[src/core/sts_map.svh]
// register map, field positions, test memory ranges and timing counts of the self-test sequencer
// assumes a 200 MHz system clock and a byte-wide test memory port
`ifndef STS_MAP_SVH
`define STS_MAP_SVH

// =========================================================
// register byte addresses
`define STS_CTRL_ADDR       8'h00
`define STS_STATUS_ADDR     8'h04
`define STS_DONE_ADDR       8'h08
`define STS_FAIL_ADDR       8'h0C
`define STS_ERR_ADDR_ADDR   8'h10
`define STS_ERR_DATA_ADDR   8'h14
`define STS_PASSCNT_ADDR    8'h18

// =========================================================
// control register fields (write pulses except the enables)
`define STS_CTRL_START_ALL  0
`define STS_CTRL_START_SER  1
`define STS_CTRL_LOOP       2
`define STS_CTRL_STOP       3
`define STS_CTRL_EXT_CTL    4
`define STS_CTRL_EXT_DAT    5

// status register fields; writing 1 to the fail bit clears it
`define STS_STAT_BUSY       0
`define STS_STAT_FAIL       1
`define STS_STAT_ONLINE     2
`define STS_STAT_STEP_LSB   4

// =========================================================
// test memory ranges, byte addresses on the test port
`define STS_LOCAL_LO        16'h0100
`define STS_LOCAL_HI        16'h0EFF
`define STS_SHARED_LO       16'h0000
`define STS_SHARED_HI       16'h03FF
`define STS_PERIPH_LO       16'h0000
`define STS_PERIPH_HI       16'h0001
`define STS_MBUS_LO         16'h0000
`define STS_MBUS_HI         16'h0003

// =========================================================
// timing
`define STS_CLK_PERIOD_PS   5000
`define STS_HS_TIMEOUT_US   100
`define STS_HS_TIMEOUT_CYC  ((`STS_HS_TIMEOUT_US * 1000000) / `STS_CLK_PERIOD_PS)
`define STS_DCLK_WINDOW_NS  4000
`define STS_DCLK_WINDOW_CYC ((`STS_DCLK_WINDOW_NS * 1000) / `STS_CLK_PERIOD_PS)
`define STS_DCLK_MIN_EDGES  16

`endif

[src/core/sts_pkg.sv]
// types shared by the self-test sequencer and its memory pattern engine
// assumes nothing beyond a SystemVerilog compiler
package sts_pkg;

   // test steps in execution order
   typedef enum logic [3:0] {
      STS_LOCAL, STS_SHARED, STS_PERIPH, STS_IFCHIP, STS_PLA, STS_MBUS,
      STS_REGINIT, STS_DCLK, STS_SECTOR, STS_ICTL, STS_IDVALID, STS_IDINVALID,
      STS_DMA, STS_SMT, STS_EXTCTL, STS_EXTDAT
   } sts_step_t;

   // sequencer phase
   typedef enum logic [1:0] {PH_IDLE, PH_LAUNCH, PH_WAIT, PH_NEXT} sts_phase_t;

   // memory engine state
   typedef enum logic [1:0] {ME_IDLE, ME_WRITE, ME_READ, ME_CMP} sts_mstate_t;

   // memory target select
   typedef enum logic [1:0] {TGT_LOCAL, TGT_SHARED, TGT_PERIPH, TGT_MBUS} sts_target_t;

endpackage : sts_pkg

[src/core/sts_sequencer.sv]
// controller self-test sequencer: memory, chip, bus and serial interface checks
// assumes a register master on sys_clk and handshake units that answer done/pass on sys_clk
//
// Summary of operation
// - power-on group runs each controller test, reports
// - local RAM range skips vectors and stack
// - walking ones 01h to FFh, write then verify
// - then floating zeros FEh down to 00h
// - mismatch reports address, expected and actual
// - shared RAM FIFO area gets same patterns
// - peripheral chip: patterns in two registers
// - interface chip reset, init, interrupt confirmed
// - memory bus identification read and verified
// - serial tests run at power-up, gate online
// - ten serial tests in order, loop until stop
// - register init check of status registers
// - sector and index clocks plus interrupts checked
// - sector out loops to initialise in
// - valid frames loop back, commands match
// - malformed frames give expected inputs
// - DMA copy to bulk top, back, verify
// - format-at-index then data, DMA data verified
// - read command, DMA feeds serial, sync found
// - external control loop: clock loss, init interrupt
// - external data loop: clock, packet, command interrupt
//
// The implementer's own choices: the register offsets and strobed register access.
`timescale 1ns/1ps
`include "sts_map.svh"
module sts_sequencer
   import sts_pkg::*;
#(
   parameter int AW = 16,
   parameter logic [7:0] MBUS_ID = 8'h5A, // arbitrary identification value
   parameter int HS_TIMEOUT_CYC = `STS_HS_TIMEOUT_CYC
)(
   input wire logic sys_clk,
   input wire logic rst,
   input wire logic [7:0] reg_addr,
   input wire logic [31:0] reg_wdata,
   input wire logic reg_wr,
   input wire logic reg_rd,
   output logic [31:0] reg_rdata,
   output logic [1:0] mem_sel,
   output logic [AW-1:0] mem_addr,
   output logic [7:0] mem_wdata,
   output logic mem_we,
   output logic mem_re,
   input wire logic [7:0] mem_rdata,
   output logic [3:0] hs_code,
   output logic hs_start,
   input wire logic hs_done,
   input wire logic hs_pass,
   output logic ctl_loop_en,
   output logic dat_loop_en,
   input wire logic diag_clk,
   output logic online_ok,
   output logic busy
);

   // =========================================================
   // elaboration checks
   if (AW < 16)
   begin : g_bad_aw
      $error("sts_sequencer: AW must be at least 16");
   end
   if (HS_TIMEOUT_CYC < 2)
   begin : g_bad_to
      $error("sts_sequencer: HS_TIMEOUT_CYC too small");
   end

   localparam int DCLK_WIN = `STS_DCLK_WINDOW_CYC;
   localparam int TO_W = $clog2(HS_TIMEOUT_CYC + 1);

   // =========================================================
   // step classification
   function automatic logic step_is_mem(input sts_step_t s);
      return (s == STS_LOCAL) || (s == STS_SHARED) || (s == STS_PERIPH) || (s == STS_MBUS);
   endfunction : step_is_mem

   function automatic logic step_is_serial(input sts_step_t s);
      return (s >= STS_REGINIT);
   endfunction : step_is_serial

   // =========================================================
   // state
   sts_phase_t phase_reg;
   sts_step_t step_reg;
   logic ctrl_ext_ctl_reg;
   logic ctrl_ext_dat_reg;
   logic loop_reg;
   logic stop_reg;
   logic por_pending_reg;
   logic por_run_reg;
   logic fail_reg;
   logic ser_fail_reg;
   logic [15:0] done_bits_reg;
   logic [15:0] fail_bits_reg;
   logic [15:0] pass_cnt_reg;
   logic [AW-1:0] err_addr_reg;
   logic [7:0] err_exp_reg;
   logic [7:0] err_act_reg;
   logic [3:0] err_step_reg;
   logic [TO_W-1:0] to_cnt_reg;
   logic [9:0] win_cnt_reg;
   logic [5:0] edge_cnt_reg;
   logic dclk_s1_reg;
   logic dclk_s2_reg;
   logic dclk_s3_reg;
   logic me_start_reg;

   // =========================================================
   // memory engine wiring
   logic me_done;
   logic me_fail;
   logic [AW-1:0] me_err_addr;
   logic [7:0] me_err_exp;
   logic [7:0] me_err_act;

   wire logic [AW-1:0] lo_sel =
      (step_reg == STS_LOCAL) ? AW'(`STS_LOCAL_LO) :
      (step_reg == STS_SHARED) ? AW'(`STS_SHARED_LO) :
      (step_reg == STS_PERIPH) ? AW'(`STS_PERIPH_LO) : AW'(`STS_MBUS_LO);
   wire logic [AW-1:0] hi_sel =
      (step_reg == STS_LOCAL) ? AW'(`STS_LOCAL_HI) :
      (step_reg == STS_SHARED) ? AW'(`STS_SHARED_HI) :
      (step_reg == STS_PERIPH) ? AW'(`STS_PERIPH_HI) : AW'(`STS_MBUS_HI);
   wire logic mbus_step = (step_reg == STS_MBUS);

   sts_mem_walk #(
      .AW(AW)
   ) u_walk (
      .sys_clk(sys_clk),
      .rst(rst),
      .start(me_start_reg),
      .verify_only(mbus_step),
      .expect_byte(MBUS_ID),
      .lo_addr(lo_sel),
      .hi_addr(hi_sel),
      .mem_addr(mem_addr),
      .mem_wdata(mem_wdata),
      .mem_we(mem_we),
      .mem_re(mem_re),
      .mem_rdata(mem_rdata),
      .done(me_done),
      .fail(me_fail),
      .err_addr(me_err_addr),
      .err_exp(me_err_exp),
      .err_act(me_err_act)
   );

   // =========================================================
   // register decode
   wire logic wr_ctrl = reg_wr && (reg_addr == `STS_CTRL_ADDR);
   wire logic wr_stat = reg_wr && (reg_addr == `STS_STATUS_ADDR);
   wire logic start_all = wr_ctrl && reg_wdata[`STS_CTRL_START_ALL];
   wire logic start_ser = wr_ctrl && reg_wdata[`STS_CTRL_START_SER];
   wire logic stop_wr = wr_ctrl && reg_wdata[`STS_CTRL_STOP];
   wire logic fail_clr = wr_stat && reg_wdata[`STS_STAT_FAIL];

   wire logic [31:0] ctrl_view = {26'h0, ctrl_ext_dat_reg, ctrl_ext_ctl_reg, 1'b0, loop_reg, 2'h0};
   wire logic [31:0] stat_view = {24'h0, step_reg, 1'b0, online_ok, fail_reg, busy};
   wire logic [31:0] rd_mux =
      (reg_addr == `STS_CTRL_ADDR) ? ctrl_view :
      (reg_addr == `STS_STATUS_ADDR) ? stat_view :
      (reg_addr == `STS_DONE_ADDR) ? {16'h0, done_bits_reg} :
      (reg_addr == `STS_FAIL_ADDR) ? {16'h0, fail_bits_reg} :
      (reg_addr == `STS_ERR_ADDR_ADDR) ? 32'(err_addr_reg) :
      (reg_addr == `STS_ERR_DATA_ADDR) ? {12'h0, err_step_reg, err_act_reg, err_exp_reg} :
      (reg_addr == `STS_PASSCNT_ADDR) ? {16'h0, pass_cnt_reg} : 32'h0000_0000;

   // =========================================================
   // diagnostic clock sampling; first stage feeds only the second
   wire logic dclk_rise = dclk_s2_reg && ~dclk_s3_reg;

   always_ff @(posedge sys_clk)
   begin
      if (rst)
      begin
         dclk_s1_reg <= 1'b0;
         dclk_s2_reg <= 1'b0;
         dclk_s3_reg <= 1'b0;
      end
      else
      begin
         dclk_s1_reg <= diag_clk;
         dclk_s2_reg <= dclk_s1_reg;
         dclk_s3_reg <= dclk_s2_reg;
      end
   end

   // =========================================================
   // step completion
   wire logic is_mem = step_is_mem(step_reg);
   wire logic is_dclk = (step_reg == STS_DCLK);
   wire logic ext_skip = ((step_reg == STS_EXTCTL) && ~ctrl_ext_ctl_reg) ||
                         ((step_reg == STS_EXTDAT) && ~ctrl_ext_dat_reg);
   wire logic to_hit = (to_cnt_reg == TO_W'(HS_TIMEOUT_CYC));
   wire logic win_end = (win_cnt_reg == 10'(DCLK_WIN));
   // a missing interrupt or done shows up as a timeout failure
   wire logic step_end = (phase_reg == PH_WAIT) &&
      (is_mem ? me_done : is_dclk ? win_end : (hs_done || to_hit));
   wire logic step_bad =
      is_mem ? me_fail :
      is_dclk ? (edge_cnt_reg < 6'(`STS_DCLK_MIN_EDGES)) :
      ~(hs_done && hs_pass);
   wire logic last_step = (step_reg == STS_EXTDAT);
   // the STS_EXTDAT step, run or skipped, ends a pass of the group
   wire logic group_end = (phase_reg == PH_NEXT) && last_step;
   wire logic rerun = group_end && loop_reg && ~stop_reg && ~por_run_reg;

   // =========================================================
   // sequencer phase and step
   always_ff @(posedge sys_clk)
   begin
      if (rst)
      begin
         phase_reg <= PH_IDLE;
         step_reg <= STS_LOCAL;
      end
      else
      begin
         unique case (phase_reg)
            PH_IDLE:
               if (por_pending_reg || start_all)
               begin
                  step_reg <= STS_LOCAL;
                  phase_reg <= PH_LAUNCH;
               end
               else if (start_ser)
               begin
                  step_reg <= STS_REGINIT;
                  phase_reg <= PH_LAUNCH;
               end
            PH_LAUNCH:
               phase_reg <= ext_skip ? PH_NEXT : PH_WAIT;
            PH_WAIT:
               if (step_end)
                  phase_reg <= PH_NEXT;
            PH_NEXT:
               // a stop only lands here, between steps
               if (rerun)
               begin
                  step_reg <= STS_REGINIT;
                  phase_reg <= PH_LAUNCH;
               end
               else if (last_step || stop_reg)
                  phase_reg <= PH_IDLE;
               else
               begin
                  step_reg <= sts_step_t'(step_reg + 4'h1);
                  phase_reg <= PH_LAUNCH;
               end
         endcase
      end
   end

   // =========================================================
   // launch outputs and counters
   always_ff @(posedge sys_clk)
   begin
      if (rst)
      begin
         me_start_reg <= 1'b0;
         hs_start <= 1'b0;
         hs_code <= 4'h0;
         mem_sel <= 2'h0;
         to_cnt_reg <= '0;
         win_cnt_reg <= 10'h000;
         edge_cnt_reg <= 6'h00;
      end
      else
      begin
         me_start_reg <= (phase_reg == PH_LAUNCH) && is_mem && ~ext_skip;
         hs_start <= (phase_reg == PH_LAUNCH) && ~is_mem && ~is_dclk && ~ext_skip;
         if (phase_reg == PH_LAUNCH)
         begin
            hs_code <= step_reg;
            mem_sel <= (step_reg == STS_LOCAL) ? TGT_LOCAL :
                       (step_reg == STS_SHARED) ? TGT_SHARED :
                       (step_reg == STS_PERIPH) ? TGT_PERIPH : TGT_MBUS;
         end
         to_cnt_reg <= (phase_reg == PH_WAIT && ~to_hit) ? to_cnt_reg + TO_W'(1) : '0;
         win_cnt_reg <= (phase_reg == PH_WAIT && is_dclk && ~win_end) ? win_cnt_reg + 10'h001 : 10'h000;
         if (phase_reg != PH_WAIT)
            edge_cnt_reg <= 6'h00;
         else if (dclk_rise && edge_cnt_reg != 6'h3F)
            edge_cnt_reg <= edge_cnt_reg + 6'h01;
      end
   end

   // =========================================================
   // loopback enables follow the current serial step
   always_ff @(posedge sys_clk)
   begin
      if (rst)
      begin
         ctl_loop_en <= 1'b0;
         dat_loop_en <= 1'b0;
      end
      else
      begin
         ctl_loop_en <= (phase_reg != PH_IDLE) && (step_reg >= STS_ICTL) && (step_reg <= STS_SMT);
         dat_loop_en <= (phase_reg != PH_IDLE) && (step_reg >= STS_IDVALID) && (step_reg <= STS_SMT);
      end
   end

   // =========================================================
   // control and results
   always_ff @(posedge sys_clk)
   begin
      if (rst)
      begin
         ctrl_ext_ctl_reg <= 1'b0;
         ctrl_ext_dat_reg <= 1'b0;
         loop_reg <= 1'b0;
         stop_reg <= 1'b0;
         por_pending_reg <= 1'b1;
         por_run_reg <= 1'b0;
         fail_reg <= 1'b0;
         ser_fail_reg <= 1'b0;
         online_ok <= 1'b0;
         busy <= 1'b0;
         done_bits_reg <= 16'h0000;
         fail_bits_reg <= 16'h0000;
         pass_cnt_reg <= 16'h0000;
         err_addr_reg <= '0;
         err_exp_reg <= 8'h00;
         err_act_reg <= 8'h00;
         err_step_reg <= 4'h0;
         reg_rdata <= 32'h0000_0000;
      end
      else
      begin
         reg_rdata <= reg_rd ? rd_mux : 32'h0000_0000;
         busy <= (phase_reg != PH_IDLE);
         if (wr_ctrl)
         begin
            ctrl_ext_ctl_reg <= reg_wdata[`STS_CTRL_EXT_CTL];
            ctrl_ext_dat_reg <= reg_wdata[`STS_CTRL_EXT_DAT];
            loop_reg <= reg_wdata[`STS_CTRL_LOOP];
         end
         if (phase_reg == PH_IDLE)
         begin
            stop_reg <= 1'b0;
            por_pending_reg <= 1'b0;
            if (por_pending_reg || start_all || start_ser)
            begin
               por_run_reg <= por_pending_reg;
               done_bits_reg <= 16'h0000;
               fail_bits_reg <= 16'h0000;
               ser_fail_reg <= 1'b0;
            end
         end
         else if (stop_wr)
            stop_reg <= 1'b1;
         if (rerun)
         begin
            done_bits_reg <= 16'h0000;
            fail_bits_reg <= 16'h0000;
         end
         else if (step_end)
         begin
            done_bits_reg[step_reg] <= 1'b1;
            fail_bits_reg[step_reg] <= step_bad;
         end
         else if (phase_reg == PH_LAUNCH && ext_skip)
            done_bits_reg[step_reg] <= 1'b1;
         if (group_end)
            pass_cnt_reg <= pass_cnt_reg + 16'h0001;
         // a new failure beats a clear in the same cycle
         if (step_end && step_bad)
            fail_reg <= 1'b1;
         else if (fail_clr)
            fail_reg <= 1'b0;
         if (step_end && step_bad)
         begin
            err_step_reg <= step_reg;
            err_addr_reg <= is_mem ? me_err_addr : '0;
            err_exp_reg <= is_mem ? me_err_exp : 8'h00;
            err_act_reg <= is_mem ? me_err_act : 8'h00;
            if (step_is_serial(step_reg))
            begin
               ser_fail_reg <= 1'b1;
               online_ok <= 1'b0;
            end
         end
         // online only after a clean serial group
         if (group_end && ~ser_fail_reg)
            online_ok <= 1'b1;
      end
   end

endmodule : sts_sequencer

[src/core/sts_mem_walk.sv]
// walking-ones / floating-zeros pattern engine for a byte-wide memory port
// assumes read data return one clock after the read strobe
`timescale 1ns/1ps
module sts_mem_walk
   import sts_pkg::*;
#(
   parameter int AW = 16
)(
   input wire logic sys_clk,
   input wire logic rst,
   input wire logic start,
   input wire logic verify_only,
   input wire logic [7:0] expect_byte,
   input wire logic [AW-1:0] lo_addr,
   input wire logic [AW-1:0] hi_addr,
   output logic [AW-1:0] mem_addr,
   output logic [7:0] mem_wdata,
   output logic mem_we,
   output logic mem_re,
   input wire logic [7:0] mem_rdata,
   output logic done,
   output logic fail,
   output logic [AW-1:0] err_addr,
   output logic [7:0] err_exp,
   output logic [7:0] err_act
);

   // =========================================================
   // pattern table
   function automatic logic [7:0] walk_pattern(input logic [3:0] idx);
      if (idx < 4'h8)
         return 8'hFF >> (3'h7 - idx[2:0]);
      else
         return 8'hFF << ({1'b0, idx[2:0]} + 4'h1);
   endfunction : walk_pattern

   sts_mstate_t state_reg;
   logic [3:0] pat_reg;
   logic vo_reg;
   logic [7:0] exp_reg;

   wire logic [7:0] cur_exp = vo_reg ? exp_reg : walk_pattern(pat_reg);
   wire logic mismatch = (mem_rdata != cur_exp);
   wire logic last_addr = (mem_addr == hi_addr);
   wire logic last_pat = vo_reg || (pat_reg == 4'hF);

   // =========================================================
   // engine
   always_ff @(posedge sys_clk)
   begin
      if (rst)
      begin
         state_reg <= ME_IDLE;
         pat_reg <= 4'h0;
         vo_reg <= 1'b0;
         exp_reg <= 8'h00;
         mem_addr <= '0;
         mem_wdata <= 8'h00;
         mem_we <= 1'b0;
         mem_re <= 1'b0;
         done <= 1'b0;
         fail <= 1'b0;
         err_addr <= '0;
         err_exp <= 8'h00;
         err_act <= 8'h00;
      end
      else
      begin
         done <= 1'b0;
         mem_we <= 1'b0;
         mem_re <= 1'b0;
         unique case (state_reg)
            ME_IDLE:
               if (start)
               begin
                  fail <= 1'b0;
                  vo_reg <= verify_only;
                  exp_reg <= expect_byte;
                  pat_reg <= 4'h0;
                  mem_addr <= lo_addr;
                  state_reg <= verify_only ? ME_READ : ME_WRITE;
               end
            ME_WRITE:
            begin
               // each location is written, then read back at once
               mem_wdata <= cur_exp;
               mem_we <= 1'b1;
               state_reg <= ME_READ;
            end
            ME_READ:
            begin
               mem_re <= 1'b1;
               state_reg <= ME_CMP;
            end
            ME_CMP:
               if (mem_re)
                  state_reg <= ME_CMP;
               else if (mismatch)
               begin
                  // first mismatch ends the run with its evidence
                  err_addr <= mem_addr;
                  err_exp <= cur_exp;
                  err_act <= mem_rdata;
                  fail <= 1'b1;
                  done <= 1'b1;
                  state_reg <= ME_IDLE;
               end
               else if (last_addr && last_pat)
               begin
                  done <= 1'b1;
                  state_reg <= ME_IDLE;
               end
               else
               begin
                  mem_addr <= last_addr ? lo_addr : mem_addr + AW'(1);
                  pat_reg <= last_addr ? pat_reg + 4'h1 : pat_reg;
                  state_reg <= vo_reg ? ME_READ : ME_WRITE;
               end
         endcase
      end
   end

endmodule : sts_mem_walk

[config.mk]
export PLATFORM = sky130hd
export DESIGN_NAME = sts_sequencer
export DESIGN_NICKNAME = d
export VERILOG_FILES = /design/src/core/sts_pkg.sv /design/src/core/sts_sequencer.sv /design/src/core/sts_mem_walk.sv
export VERILOG_INCLUDE_DIRS = /design/src /design/src/core
export SDC_FILE = /design/constraint.sdc
export NUM_CORES = 1
export LEC_CHECK = 0
export ABC_AREA = 1
export BUFFER_PORTS_ARGS = -buffer_cell sky130_fd_sc_hd__buf_4
export CAP_MARGIN = 20
export CORE_ASPECT_RATIO = 2
export CORE_MARGIN = 5
export CORE_UTILIZATION = 63
export CTS_CLUSTER_SIZE = 24
export DETAILED_ROUTE_END_ITERATION = 7
export GPL_ROUTABILITY_DRIVEN = 1
export PLACE_DENSITY = 0.92
export SLEW_MARGIN = 20
export SYNTH_ARGS = -nofsm -noshare
export SYNTH_HDL_FRONTEND = slang
export SYNTH_SLANG_ARGS = --single-unit
[constraint.sdc]
create_clock -name sys_clk -period 4 [get_ports sys_clk]
set_input_delay 0 -clock sys_clk [delete_from_list [all_inputs] [get_ports sys_clk]]
set_output_delay 0 -clock sys_clk [all_outputs]
set_load 0.1 [all_outputs]
==> reports/summary.txt, run 1 <==
Adder-cell area share of the yosys netlist: 2.53%
Total area of multi-input combinational cells: 5120 µm²
Per-cell via count in the routed design: 5.78
Avg Inst Size Synth: 7.02 µm²
Area delta synth->final: 13.4%
Initial core utilization: 63.7%
CP Data Arrival Time: 3.93 ns
Slew at the pin closest to its max-slew limit: 0.999 ns
Hold buffer count at CTS: 18
Share of the yosys chip area belonging to registers: 42.6%
Total leakage power: 4.94 nW
Fraction of registers with async set or reset after synthesis: 0%
CP endpoint kind: flop
Start point of the worst min-delay path: reg_addr[2]
Area of all sequential standard cells: 4640 µm²
Global-route wire length before repair: 47.7 mm
Max Root-Sink Buffers: 3
Post-layout minimum cycle time: 3.52 ns
Met1 track demand over resource in global routing: 36.4%
Post-detailed-route wirelength per cell: 15.8 µm
Critical path launch point type: flop
PwrDens: 550 nW/µm²
Synthesized-area fraction occupied by xor and xnor cells: 1.13%
Cell area after synthesis: 10,900 µm²
Synth Area in Simple Gates: 26.5%
Deepest level of the CTS H-tree: 1
Number of cell rows: 68
Setup crit start: step_reg[1]$_SDFFE_PP0P_
Final wirelength: 29.2 mm
Remaining number of nets flagged by the antenna check after routing: 0
Total routing usage reported by global routing: 28.5%
# fillers: 1,298
Share of the synthesized area in compound gates (AO/OA/AOI/OAI): 16.5%
Non-filler instance count after layout: 1,849
Latest clock arrival within the worst-skew pair: 0.50 ns
Setup repair after global routing missed its margin: false
Cell count after placement: 1,794
DRC violation total after the first TritonRoute iteration: 949
Antenna Diode Count: 0
Worst r2r src: step_reg[1]$_SDFFE_PP0P_
Post-CTS resize count: 0
Number of global-route vias before repair: 9,994
Register bank with the most flops: reg_rdata
Global placement routability congestion: 1.03
Nets: 1,702
Crit-path max FO: 38
Clock sink total: 232
Grt met3 use: 4.02%
Most used routing layer: met2
Number of vias after detailed routing: 10,700
Crit path kind: flop to flop
Main combinational cell family by area after synthesis: simple AND/OR/NAND/NOR gates
Crit path required time: 4.41 ns
Number of endpoints with negative hold slack in the final report: 0
Setup skew after layout: 0.0177 ns
Mapped Cells: 1,552
Root buffer selected by CTS: clkbuf_16
Cell area after placement: 11,500 µm²
Pin count of the biggest net entering global routing: 78
Number of enable flip-flop cells after synthesis: 0
Mux cell area share after synthesis: 0%
Number of primary I/O pins: 124
Buffers added on ports: 85
Post-CTS Setup Repair Bufs: 0
Remaining DRCs: 0
Global route total overflow: 0
Area of the core: 17,100 µm²
Layout cells sized above 1: 9.40%
Setup tns final: 0 ns
Slew HR: 33.1%
Met2 capacity usage during global routing: 46.6%
Number of synthesized register bits: 232
Number of buffers inserted during clock tree synthesis: 21
Final non-filler cell area: 12,300 µm²
R2R Setup Slk: 0.48 ns
Initial antenna violation count: 0
Final Max Slew Viols: 0
Primary flip-flop cell chosen by synthesis mapping: dfxtp_1
Max FFs per register: 20
Outcome: complete, no violations
Synth cell types: 48
Top achievable clock speed: 284 MHz
Die footprint: 20,200 µm²
Iteration count of the initial detailed-routing pass: 8
Period Utilization, post-route: 87.9%
Max-Cap Viols: 0
Vert. Die Dim: 196 µm
Clock input transition at the sequential cells of the worst setup and hold paths: 0.07 ns
Width of the die: 103 µm
Yosys warning total: 0
Class of the worst hold path: input port to flop
Post-DP HPWL: 20.6 mm
Count of final setup violators: 0
CTS tree: done
Peak VDD IR: 0.556 mV
[Yosys cell counts, types with 7 or more instances]
library cell  instances  area (µm²)
buf_2                13        65.1
ha_1                 22         275
buf_4                19         143
nor3_1               35         175
nand4_1              22         138
nand3_1             105         526
nor2_1              152         571
o211ai_1              7        52.6
clkbuf_1             29         109
dfxtp_1             232        4640
inv_1               198         743
o21ai_0             102         510
nor3b_1               7        52.6
nand2_1             332        1250
xor2_1               12         105
a21oi_1             182         911
[layout make-up]
cell class	instances	share of cell area [%]
Sequential cell	232	37.6
Clock inverter	11	0.770
Inverter	208	6.36
Multi-Input combinational cell	1055	41.5
Timing Repair Buffer	107	6.97
Clock buffer	26	4.65
Tap cell	210	2.13
[cells by family after synthesis]
group                      Yosys count
and+or+nand+nor                    677
AOI/OAI and AO/OA                  330
buffers and inverters              276
DFF                                232
adders and majority gates           22
xor gates and xnor gates            14
other                                1
[placed cells by master, fill, tap and decap left out, types with 3 or more instances in the layout]
master / synthesis / routed
ha_1: 22 / 22
a221oi_1: 5 / 5
o31ai_1: 3 / 3
o211ai_1: 7 / 7
dfxtp_1: 232 / 232
dlygate4sd3_1: 0 / 18
nand3b_1: 3 / 3
a21oi_1: 182 / 182
a31oi_1: 3 / 3
nor3b_1: 7 / 7
buf_4: 19 / 88
clkinv_2: 0 / 6
nand2_1: 332 / 331
xor2_1: 12 / 12
a211oi_1: 3 / 3
nand4_1: 22 / 22
conb_1: 1 / 12
clkbuf_16: 0 / 21
o2111ai_1: 5 / 5
o22ai_1: 6 / 6
o21ai_0: 102 / 102
nor2_4: 3 / 3
nand2_2: 6 / 7
inv_1: 198 / 197
inv_2: 6 / 7
clkbuf_8: 0 / 3
nor3_1: 35 / 35
nand3_1: 105 / 105
o21a_1: 3 / 3
nor2_1: 152 / 152
[critical path: stages, from the launching register on]
cell,delay [ns]
dfxtp_1,0.51
inv_1,0.20
ha_1,0.36
o21ai_2,0.38
o211ai_4,0.41
a21oi_1,0.25
nand2_1,0.12
nand2_1,0.10
nand2_2,0.11
nor2_4,0.39
buf_12,0.26
nand3_1,0.10
a21oi_1,0.21
[final timing paths]
check / cells after the start / end
worst min register to register: 2 / dclk_s2_reg$_SDFF_PP0_
worst max register to register: 12 / err_addr_reg[5]$_SDFFE_PP0P_
worst max-delay path: 12 / err_addr_reg[5]$_SDFFE_PP0P_
worst min-delay path: 4 / reg_rdata[7]$_SDFF_PP0_
[per-stage QoR]
| stage | setup slack (ns) | hold WS (ns) | util [%] | total power [W] |
|---|---|---|---|---|
| floorplan | 1.45 | 0.107 | - | 0.00434 |
| detailed placement | 0.705 | 0.208 | 67.2 | 0.00479 |
| finish | 0.483 | 0.0193 | 72.2 | 0.00679 |
| global route | 0.268 | 0.0578 | 72.2 | 0.00710 |
| global placement | 0.792 | 0.200 | 67.2 | 0.00472 |
| CTS | 0.632 | 0.00953 | 72.2 | 0.00675 |
[power by group]
part,internal (W),switching (W),total [W]
Combinational,0.000489,0.00169,0.00218
Sequential,0.00245,0.000183,0.00263
Clock,0.00109,0.000885,0.00198
Total,0.00404,0.00276,0.00679
[per-layer routing]
layer	routed length, µm	part of all wire [%]
met1	11200	38
met2	14200	49
met3	2280	7.8
met4	1510	5.2
met5	0	0
No activity file was read; power rests on OpenSTA's default activity.
==> run 2: changes to the inputs <==
--- a/config.mk
+++ b/config.mk
@@ -11,11 +11,11 @@
 export CAP_MARGIN = 20
 export CORE_ASPECT_RATIO = 2
 export CORE_MARGIN = 5
-export CORE_UTILIZATION = 63
+export CORE_UTILIZATION = 53
 export CTS_CLUSTER_SIZE = 24
 export DETAILED_ROUTE_END_ITERATION = 7
 export GPL_ROUTABILITY_DRIVEN = 1
-export PLACE_DENSITY = 0.92
+export PLACE_DENSITY = 0.83
 export SLEW_MARGIN = 20
 export SYNTH_ARGS = -nofsm -noshare
 export SYNTH_HDL_FRONTEND = slang
==> constraint.sdc (replaced) <==
create_clock -name sys_clk -period 3.2 [get_ports sys_clk]
set_input_delay 0 -clock sys_clk [delete_from_list [all_inputs] [get_ports sys_clk]]
set_output_delay 0 -clock sys_clk [all_outputs]
set_load 0.1 [all_outputs]
==> reports/summary.txt, run 2 (synthesized netlist as in run 1, its figures left out) <==
Outcome: complete, no violations
Count of final setup violators: 0
Pin count of the biggest net entering global routing: 78
Slowest Stage Delay on Critical Path: 0.44 ns
Post-CTS Setup Repair Bufs: 0
Cell mode on critical path: nand2_1
Iteration count of the initial detailed-routing pass: 5
Number of vias after detailed routing: 10,400
Total routing usage reported by global routing: 24.7%
Number of cell rows: 74
Number of primary I/O pins: 124
Part of the total power dissipated in the clock network: 29.1%
Number of global-route vias before repair: 10,200
Top achievable clock speed: 346 MHz
Power dissipated by switching net loads: 0.00340 W
Hold path cells: 5
Cell depth of the worst flop-to-flop path: 12
Number of endpoints with negative hold slack in the final report: 0
Global placement routability congestion: 0.980
CTS tree: done
Vert. Die Dim: 213 µm
Setup repair after global routing missed its margin: false
Slew HR: 39.8%
Post-DP HPWL: 21.4 mm
Antenna Diode Count: 0
Per-cell via count in the routed design: 5.42
Root buffer selected by CTS: clkbuf_16
End-of-flow core utilization: 61.4%
Combinational power share: 32.3%
Buffers added on ports: 85
PwrDens: 682 nW/µm²
Worst Hold Path EP: reg_rdata[14]$_SDFF_PP0_
Global route total overflow: 0
Layout cells sized above 1: 9.53%
Critical path launch point type: flop
Max FFs per register: 20
Post-layout minimum cycle time: 2.89 ns
Internal cell power: 0.00514 W
Max Root-Sink Buffers: 3
Peak VDD IR: 0.545 mV
Clock input transition at the sequential cells of the worst setup and hold paths: 0.07 ns
Commonest non-fill, non-tap cell in the layout: nand2_1
Width of the die: 111 µm
Ordered cell list for the critical path: inv_1, ha_1, o21ai_2, o211ai_4, a21oi_1, nand2_1, nand2_1, nand2_2, nor2_4, inv_4, nand2_1, a21oi_1
DRC violation total after the first TritonRoute iteration: 674
Worst path slowest cell: dfxtp_1
Proportion of total power due to net switching: 39.8%
Start point of the worst min-delay path: reg_addr[2]
Remaining number of nets flagged by the antenna check after routing: 0
Post-detailed-route wirelength per cell: 15.5 µm
Crit path required time: 3.53 ns
Initial core utilization: 53.5%
Area of the core: 20,400 µm²
Setup skew after layout: 0.0172 ns
Register bank with the most flops: reg_rdata
Remaining DRCs: 0
CP Data Arrival Time: 3.22 ns
Die footprint: 23,700 µm²
Slew at the pin closest to its max-slew limit: 0.899 ns
Most used cells in the layout excluding fill and tap cells: 332 x nand2_1, 232 x dfxtp_1, 197 x inv_1, 182 x a21oi_1, 152 x nor2_1
Latest clock arrival within the worst-skew pair: 0.51 ns
Setup tns final: 0 ns
Final wirelength: 29.6 mm
Max-Cap Viols: 0
Deepest level of the CTS H-tree: 1
Clock sink total: 232
Period Utilization, post-route: 90.3%
Global-route wire length before repair: 48.4 mm
Area delta synth->final: 14.8%
Crit-path max FO: 34
Worst r2r src: step_reg[1]$_SDFFE_PP0P_
R2R Setup Slk: 0.31 ns
Total leakage power: 5.00 nW
Number of buffers inserted during clock tree synthesis: 21
Crit path kind: flop to flop
Terminus of the critical flop-to-flop path: err_act_reg[7]$_SDFFE_PP0P_
Final Max Slew Viols: 0
Initial antenna violation count: 0
Class of the worst hold path: input port to flop
Nets: 1,713
Proportion of power drawn by flip-flops and latches: 38.5%
CP endpoint kind: flop
run 2: cell types whose count changed in the layout (fill, tap and decap cells not counted), sizes merged:
| cell | before | now |
|---|---|---|
| buf | 89 | 98 |
| clkinv | 9 | 3 |
| clkinvlp | 2 | 1 |
| clkbuf | 26 | 32 |
| dlygate4sd3 | 18 | 20 |
| inv | 207 | 206 |
run 2: final cells by class:
type	instances	area (µm²)
clock inverter	3	42.5
tap	266	333
fill	1853	7860
timing repair buffer	118	952
inverter	208	786
multi-input combinational	1055	5120
sequential	232	4640
clock buffer	32	627
run 2: repair_timing:
item / 4_1_cts / 5_1_grt
endpoints found under the setup margin: 0 / 2
endpoints found under the hold margin: 14 / 0
gates resized for setup: 0 / 1
hold buffers: 20 / 0
run 2: worst max-delay path: cells and delay by family, from the launching register on:
| family | cells | cell delay (ns) |
|---|---|---|
| AOI/OAI and AO/OA | 4 | 0.78 |
| adders and majority gates | 1 | 0.31 |
| buffers and inverters | 2 | 0.42 |
| and+or+nand+nor | 5 | 0.73 |
| DFF | 1 | 0.44 |
run 2: worst max-delay path by stage:
| stage | start | end | slack (ns) |
|---|---|---|---|
| 6_report | step_reg[1]$_SDFFE_PP0P_ | err_act_reg[7]$_SDFFE_PP0P_ | 0.31 |
| 5_1_grt | u_walk.pat_reg[1]$_SDFFE_PP0P_ | u_walk.err_addr[14]$_SDFFE_PP0P_ | 0.06 |
| 4_1_cts | u_walk.pat_reg[1]$_SDFFE_PP0P_ | u_walk.err_addr[14]$_SDFFE_PP0P_ | 0.28 |
| 3_5_place_dp | u_walk.pat_reg[1]$_SDFFE_PP0P_ | u_walk.err_addr[14]$_SDFFE_PP0P_ | 0.30 |
| 3_3_place_gp | u_walk.pat_reg[1]$_SDFFE_PP0P_ | u_walk.err_addr[14]$_SDFFE_PP0P_ | 0.34 |
| 2_1_floorplan | u_walk.mem_addr[4]$_SDFFE_PP0P_ | u_walk.mem_addr[6]$_SDFFE_PP0P_ | 0.65 |
run 2: metal layers:
metal | global-route usage (%) | vias up | wire [µm]
met1 | 25.2 | 4699 | 10600
met5 | 0 | - | 0
met3 | 2.95 | 120 | 1550
met4 | 17.7 | 0 | 2270
li1 | - | 5193 | -
met2 | 46.0 | 361 | 15300
run 2: power groups by stage:
| stage | clock [W] | sequential, W | combinational (W) |
|---|---|---|---|
| 2_1_floorplan | 0 | 0.00398 | 0.00144 |
| 3_3_place_gp | 0 | 0.00333 | 0.00267 |
| 3_5_place_dp | 0 | 0.00334 | 0.00270 |
| 4_1_cts | 0.00252 | 0.00328 | 0.00274 |
| 5_1_grt | 0.00263 | 0.00330 | 0.00300 |
| 6_report | 0.00249 | 0.00329 | 0.00276 |
run 2: metrics by stage:
stage | instances | setup slack (ns) | hold WS, ns | cell area [µm²] | total power [W]
after floorplan | 1563 | 0.649 | 0.107 | 10900 | 0.00542
after global placement | 1859 | 0.339 | 0.212 | 11600 | 0.00600
after detailed placement | 1859 | 0.299 | 0.216 | 11600 | 0.00604
after CTS | 1914 | 0.276 | 0.0218 | 12500 | 0.00853
after global routing | 1914 | 0.0612 | 0.0588 | 12500 | 0.00894
final | 1914 | 0.311 | 0.0332 | 12500 | 0.00853
